--- config.mk ---
export PLATFORM = sky130hd
export DESIGN_NAME = hrp_port
export DESIGN_NICKNAME = d
export VERILOG_FILES = /design/src/shared/hrp_pkg.sv /design/src/design/hrp_sync.sv /design/src/design/hrp_port.sv
export SDC_FILE = /design/constraint.sdc
export NUM_CORES = 1
export LEC_CHECK = 0
export BUFFER_PORTS_ARGS = -buffer_cell sky130_fd_sc_hd__buf_2
export CAP_MARGIN = 40
export CORE_ASPECT_RATIO = 1.5
export CORE_MARGIN = 1
export CORE_UTILIZATION = 45
export DETAILED_ROUTE_END_ITERATION = 12
export PLACE_DENSITY = 0.83
export RECOVER_POWER = 25
export SYNTH_ARGS = -nofsm -noshare
export SYNTH_HDL_FRONTEND = slang
export SYNTH_SLANG_ARGS = --single-unit
--- constraint.sdc ---
create_clock -name sys_clk_i -period 2.1 [get_ports sys_clk_i]
set_clock_uncertainty 0.2 [all_clocks]
set_input_delay 0.105 -clock sys_clk_i [delete_from_list [all_inputs] [get_ports sys_clk_i]]
set_output_delay 0.105 -clock sys_clk_i [all_outputs]
set_load 0.02 [all_outputs]
--- src/shared/hrp_pkg.sv ---
// host register port: constants, states and carrier types
// assumes one 10 MHz system clock and a synchronous active-high reset
package hrp_pkg;

    localparam int ADDR_W = 5;
    localparam int DATA_W = 8;
    localparam int STROBE_W = 3;

    // bus style select level that picks the data-strobe style
    localparam logic STYLE_DS = 1'h1;

    // strobes idle high, so the synchroniser resets to all ones
    localparam logic [STROBE_W-1:0] STROBE_IDLE = 3'h7;
    localparam logic [DATA_W-1:0] DATA_RST = 8'h00;
    localparam logic [ADDR_W-1:0] ADDR_RST = 5'h00;

    typedef enum logic [1:0] {
        HRP_IDLE = 2'b00,
        HRP_REQ = 2'b01,
        HRP_FETCH = 2'b10,
        HRP_ACK = 2'b11
    } hrp_state_type;

    // synchronised host strobes, ordered as STROBE_IDLE
    typedef struct packed {
        logic cs_n;
        logic ds_n;
        logic rw_n;
    } hrp_strobe_type;

    // request to the internal register file
    typedef struct packed {
        logic [ADDR_W-1:0] addr;
        logic [DATA_W-1:0] wdata;
        logic wr;
        logic rd;
    } hrp_req_type;

    // one pad driver: level and output enable
    typedef struct packed {
        logic val;
        logic oe;
    } hrp_pin_type;

    localparam hrp_pin_type PIN_FLOAT = '{val: 1'h0, oe: 1'h0};
    localparam hrp_pin_type PIN_LOW = '{val: 1'h0, oe: 1'h1};
    localparam hrp_pin_type PIN_HIGH = '{val: 1'h1, oe: 1'h1};
    localparam hrp_req_type REQ_RST = '{addr: ADDR_RST, wdata: DATA_RST, wr: 1'h0, rd: 1'h0};

endpackage : hrp_pkg

--- src/design/hrp_sync.sv ---
// two-flop synchroniser for the host strobes
// assumes inputs may change at any time relative to sys_clk_i
`timescale 1ns/1ns
module hrp_sync #(
    parameter int WIDTH = 3,
    parameter logic [WIDTH-1:0] RST_VAL = '1
) (
    // clock and reset
    input wire logic sys_clk_i,
    input wire logic rst_i,
    // asynchronous in, synchronous out
    input wire logic [WIDTH-1:0] async_i,
    output logic [WIDTH-1:0] sync_o
);

    logic [WIDTH-1:0] meta_r;

    // first stage feeds only the second stage
    always_ff @(posedge sys_clk_i) begin
        if (rst_i) begin
            meta_r <= RST_VAL;
            sync_o <= RST_VAL;
        end else begin
            meta_r <= async_i;
            sync_o <= meta_r;
        end
    end

endmodule : hrp_sync

--- src/design/hrp_port.sv ---
// host register port: processor-side handshake, data bus and interrupt pin
// assumes the register file answers a read one cycle after reg_req_o.rd
// assumes bus_style_select_i is strapped static
`timescale 1ns/1ns
module hrp_port (
    // clock and resets
    input wire logic sys_clk_i,
    input wire logic rst_i,
    input wire logic chip_reset_low_i,
    // static configuration pins
    input wire logic bus_style_select_i,
    input wire logic output_float_low_i,
    // host control pins
    input wire logic register_select_low_i,
    input wire logic data_strobe_low_i,
    input wire logic read_write_low_i,
    input wire logic [hrp_pkg::ADDR_W-1:0] reg_addr_i,
    // host data bus
    input wire logic [hrp_pkg::DATA_W-1:0] data_i,
    output logic [hrp_pkg::DATA_W-1:0] data_o,
    output logic data_oe_o,
    // acknowledge / ready pin
    output logic transfer_acknowledge_low_o,
    output logic ack_oe_o,
    // interrupt pin
    output logic irq_active_low_o,
    output logic irq_oe_o,
    // pad pull-up control
    output logic pullup_enable_o,
    // internal register file side
    output hrp_pkg::hrp_req_type reg_req_o,
    input wire logic [hrp_pkg::DATA_W-1:0] reg_rdata_i,
    input wire logic irq_pending_i
);

    import hrp_pkg::*;

    ////////////////////////////////////////////////////////////////////////////////
    // helpers

    // acknowledge pin drive for a given state and style
    function automatic hrp_pin_type ack_drive(input hrp_state_type st, input logic ds);
        hrp_pin_type p;
        p = PIN_FLOAT;
        unique case (st)
            HRP_IDLE: p = PIN_FLOAT;
            HRP_REQ, HRP_FETCH: p = ds ? PIN_FLOAT : PIN_LOW;
            HRP_ACK: p = ds ? PIN_LOW : PIN_HIGH;
        endcase
        return p;
    endfunction : ack_drive

    // interrupt pin drive: open-drain low or push-pull high
    function automatic hrp_pin_type irq_drive(input logic pend, input logic ds);
        hrp_pin_type p;
        if (ds) begin
            p.val = 1'h0;
            p.oe = pend;
        end else begin
            p.val = pend;
            p.oe = 1'h1;
        end
        return p;
    endfunction : irq_drive

    ////////////////////////////////////////////////////////////////////////////////
    // reset and strobe synchronisation

    logic rst_int;
    logic style_ds;
    hrp_strobe_type pins_raw;
    hrp_strobe_type pins_s;
    logic io_read_strobe_low;
    logic io_write_strobe_low;
    logic cycle_on;
    logic read_now;

    assign rst_int = rst_i | ~chip_reset_low_i;
    assign style_ds = (bus_style_select_i == STYLE_DS);
    assign pins_raw = '{cs_n: register_select_low_i, ds_n: data_strobe_low_i,
                        rw_n: read_write_low_i};

    hrp_sync #(
        .WIDTH(STROBE_W),
        .RST_VAL(STROBE_IDLE)
    ) u_sync (
        .sys_clk_i(sys_clk_i),
        .rst_i(rst_int),
        .async_i(pins_raw),
        .sync_o(pins_s)
    );

    // shared pins take their strobe meaning in the io style
    assign io_read_strobe_low = pins_s.ds_n;
    assign io_write_strobe_low = pins_s.rw_n;

    // address and data are not synchronised: the host holds them stable
    // while the strobe is low, and we look on the third clock edge after the strobe falls
    assign cycle_on = ~pins_s.cs_n & (style_ds ? ~pins_s.ds_n
                      : (~io_read_strobe_low | ~io_write_strobe_low));
    assign read_now = style_ds ? pins_s.rw_n : ~io_read_strobe_low;

    ////////////////////////////////////////////////////////////////////////////////
    // access sequencer

    hrp_state_type state_r;
    hrp_state_type state_nxt;
    logic rd_r;

    always_comb begin
        state_nxt = state_r;
        unique case (state_r)
            HRP_IDLE: if (cycle_on) begin
                state_nxt = HRP_REQ;
            end
            HRP_REQ: state_nxt = rd_r ? HRP_FETCH : HRP_ACK;
            HRP_FETCH: state_nxt = HRP_ACK;
            // a strobe rise ends the access; no early abort mid request
            HRP_ACK: if (!cycle_on) begin
                state_nxt = HRP_IDLE;
            end
        endcase
    end

    always_ff @(posedge sys_clk_i) begin
        if (rst_int) begin
            state_r <= HRP_IDLE;
        end else begin
            state_r <= state_nxt;
        end
    end

    // direction, address and write data captured at cycle start
    always_ff @(posedge sys_clk_i) begin
        if (rst_int) begin
            rd_r <= 1'h0;
            reg_req_o <= REQ_RST;
        end else begin
            reg_req_o.wr <= 1'h0;
            reg_req_o.rd <= 1'h0;
            if (state_r == HRP_IDLE && cycle_on) begin
                rd_r <= read_now;
                reg_req_o.addr <= reg_addr_i;
                reg_req_o.wdata <= data_i;
                reg_req_o.wr <= ~read_now;
                reg_req_o.rd <= read_now;
            end
        end
    end

    ////////////////////////////////////////////////////////////////////////////////
    // pad drivers, all registered

    hrp_pin_type ack_nxt;
    hrp_pin_type irq_nxt;

    assign ack_nxt = ack_drive(state_nxt, style_ds);
    assign irq_nxt = irq_drive(irq_pending_i, style_ds);

    always_ff @(posedge sys_clk_i) begin
        if (rst_int) begin
            transfer_acknowledge_low_o <= PIN_FLOAT.val;
            ack_oe_o <= PIN_FLOAT.oe;
        end else begin
            transfer_acknowledge_low_o <= ack_nxt.val;
            ack_oe_o <= ack_nxt.oe & output_float_low_i;
        end
    end

    // read data is loaded on the same edge that enables the bus, so it is valid on drive
    always_ff @(posedge sys_clk_i) begin
        if (rst_int) begin
            data_o <= DATA_RST;
            data_oe_o <= 1'h0;
        end else begin
            if (state_r == HRP_FETCH) begin
                data_o <= reg_rdata_i;
            end
            data_oe_o <= (state_nxt == HRP_ACK) & rd_r & output_float_low_i;
        end
    end

    // io style must show low from reset on, hence the strap-dependent enable
    always_ff @(posedge sys_clk_i) begin
        if (rst_int) begin
            irq_active_low_o <= 1'h0;
            irq_oe_o <= ~style_ds & output_float_low_i;
            pullup_enable_o <= 1'h0;
        end else begin
            irq_active_low_o <= irq_nxt.val;
            irq_oe_o <= irq_nxt.oe & output_float_low_i;
            pullup_enable_o <= output_float_low_i;
        end
    end
endmodule : hrp_port

==> metrics.md <==
| Metric | Value |
|---|---|
| Status | finished clean |
| Antenna Cells | 0 |
| Synth Area in XOR/XNOR | 0 |
| PortBufs | 58 |
| Power Density | 620 nW/um2 |
| Post-synthesis mux area share | 0.00787 |
| Crit path depth | 7 |
| Leak | 0.000858 uW |
| Synth Area in Compound Gates | 0.185 |
| Worst path max stage delay | 0.54 ns |
| Worst EP arrival | 1.93 ns |
| Starting Density | 0.481 |
| Async set-or-reset flop fraction in the synthesized netlist | 0 |
| Clk_lat worst skew | 0.28 ns |
| Worst Hold Depth | 3 |
| Initial antenna violation count | 0 |
| Peak supply drop | 517 uV |
| Floorplan row count | 24 |
| RSZ-0062 raised after global routing | false |
| Overflow after GRT | 0 |
| CTS H-tree depth | 2 |
| First-pass GRT wire length | 5580 um |
| FF+latch count, synth | 38 |
| Relative slew slack | 0.613 |
| Layout area overhead | 46.3% |
| Worst Path Buf+Inv | 4 |
| Vias in the first global route | 1,366 |
| Ports | 59 |
| Clock Tree Root | clkbuf_8 |
| Minimum clock period | 1.90 ns |
| Mean post-synth cell area | 9.05 um2 |
| Final worst slack | 0.202 ns |
| Via Count | 1,420 |
| Largest net degree at the start of global routing | 25 |
| Top-area cell type share of the netlist area | 0.532 |
| Placed Cells | 248 |
| Startpoint type of the worst setup path | input pin |
| Syn Nets | 190 |
| Largest cells by area after synthesis | dfxtp_1 53%, a21oi_1 8.7%, nand2_1 5.0%, nand3_1 4.5%, nand2b_1 3.5% |
| Clock Tree Buf Depth | 2 |
| Max Cap Violations | 0 |
| Synth Flop Type | dfxtp_1 |
| Worst-Margin Slew | 0.579 ns |
| DP HPWL | 2160 um |
| Area of the die | 3410 um2 |
| Synthesized instance count | 158 |
| Antenna Nets Post-Route | 0 |
| 1st-iter DRT viols | 23 |
| Core Area | 2970 um2 |
| Final Hold Viols | 0 |
| Post-synth EDFFs | 0 |
| Cell area after synthesis | 1430 um2 |
| Critical Path Sink Type | flop |
| Drt pass-1 iters | 4 |
| Nets | 277 |
| Crit path max-delay family | buffers and inverters |
| Pwr Total | 1300 uW |
| Sequential fraction of the synthesis area | 0.532 |
| DRT Wirelength | 3670 um |
| Post-synthesis cell type with the largest combined area | dfxtp_1 |
| CP required | 2.13 ns |
| Synth Warn # | 0 |
| Slowest stage cell, crit path | dlygate4sd3_1 |
| Reg clk slew, reported paths | 0.07 ns |
| Layout cell share with drive strength beyond 1 | 0.237 |
| Adder-Cell Fraction of Synth Area | 0.0175 |
| CTS buffer count | 5 |
| Max-slew violation count | 0 |
| Simple-gate portion of the synthesized area | 0.205 |
| Fmax | 527 MHz |
| Non-Filler Instances | 284 |
| GPL Wtd Cong | 0.845 |
| CP max FO | 8 |
| CP Cell Sequence | dlygate4sd3_1 -> buf_2 -> nor2b_1 -> buf_4 -> a21oi_1 -> nor2b_1 -> dlygate4sd3_1 |
| Yosys cell types | 30 |
| Drt via density | 5.00 |
| Setup slack at placement | 0.332 ns |
| Post-cts sizing count | 0 |
| Final setup viols | 0 |
| CTS sink cnt | 38 |
| Setup Buffers After CTS | 0 |
| CTS tree | built |
| Largest family of logic cells by synthesized area | simple AND/OR/NAND/NOR gates |
| Residual DRC | 0 |
| Period utilization | 0.904 |
| Die height | 71.0 um |
| Post-Route Setup TNS | 0 ns |
| Reg2reg path depth | 6 |
| Final core occ | 0.704 |
| Die X | 48.0 um |
| Crit Path Category | in2reg |
| Routed length per instance | 12.9 um |
| Worst hold path class | in2reg |
| Global-route usage over all layers | 0.232 |
-- timing repair --
action / CTS / global route
setup endpoints to repair: 0 / 0
hold buffers: 29 / 0
endpoints found under the hold margin: 30 / 0
-- metal layers --
layer,global-route usage,vias up,wire length (um)
met1,0.234,633,1430
met4,0.127,0,140
met5,0,-,0
met3,0.0765,15,183
met2,0.393,57,1910
li1,-,715,-
-- layout make-up --
class | count | area (um2)
flip-flops and latches | 38 | 761
clock buffers | 5 | 68.8
inverters | 3 | 11.3
multi-input cells | 106 | 594
fillers | 247 | 881
well taps | 39 | 48.8
clock inverters | 2 | 10.0
repair buffers | 91 | 598
-- report_power, final --
part | internal [uW] | switching [uW] | total [uW] | leakage [uW]
combinational | 69.0 | 44.8 | 114 | 0.000507
sequential | 726 | 2.04 | 728 | 0.000307
clock | 222 | 233 | 455 | 0.0000438
total | 1020 | 280 | 1300 | 0.000858
-- logic make-up after synthesis --
| logic type | count (synthesis) |
|---|---|
| AO/OA/AOI/OAI | 48 |
| buffers and inverters | 14 |
| multiplexers | 1 |
| AND/OR/NAND/NOR | 55 |
| flip-flops | 38 |
| adder cells (fa/ha/maj) | 2 |
-- worst min-delay path, delay by kind of cell --
kind / cells / cell delay (ns)
simple gates: 1 / 0.16
buf+inv: 2 / 0.21
-- cell usage after synthesis (2+ instances only) --
library cell  number
a21oi_1           25
and3_1             3
buf_2              3
buf_4              3
clkbuf_1           3
dfxtp_1           38
ha_1               2
inv_1              3
nand2_1           19
nand2b_1           8
nand3_1           13
nor2_1             2
nor2b_1            2
nor3_1             2
nor3b_1            2
o211ai_1           2
o21ai_0            6
o21ai_1           10
-- final timing paths --
kind	from	slack, ns	to
worst max-delay path	rst_i	0.20	irq_oe_o
worst min-delay path	bus_style_select_i	0.04	irq_active_low_o
worst max register to register	u_sync.sync_o[0]	0.30	ack_oe_o
worst min register to register	u_sync.meta_r[1]	0.21	u_sync.sync_o[1]
-- cell usage in the layout (no fill, tap or decap), types with 3 or more instances in the layout --
cell,instances
inv_1,3
buf_2,42
o21ai_0,6
nand2b_1,8
nand3_1,13
nand2_1,19
clkbuf_8,5
clkbuf_1,16
a21oi_1,25
buf_4,3
o21ai_1,10
dfxtp_1,38
dlygate4sd3_1,29
and3_1,3
-- registers in the layout, summed over array words and instances, names as in the netlist, 2 cells and up --
signal         cells
data_o             8
reg_req_o         15
state_r            2
u_sync.meta_r      3
u_sync.sync_o      3
-- through the flow --
step	area, um2	hold WS (ns)
3_5_place_dp	1740	0.0890
6_report	2090	0.0406
3_3_place_gp	1730	0.0862
5_1_grt	2090	0.0621
4_1_cts	2110	0.0270
2_1_floorplan	1430	0.00647
Note: power is estimated with default switching activity, not from simulation.
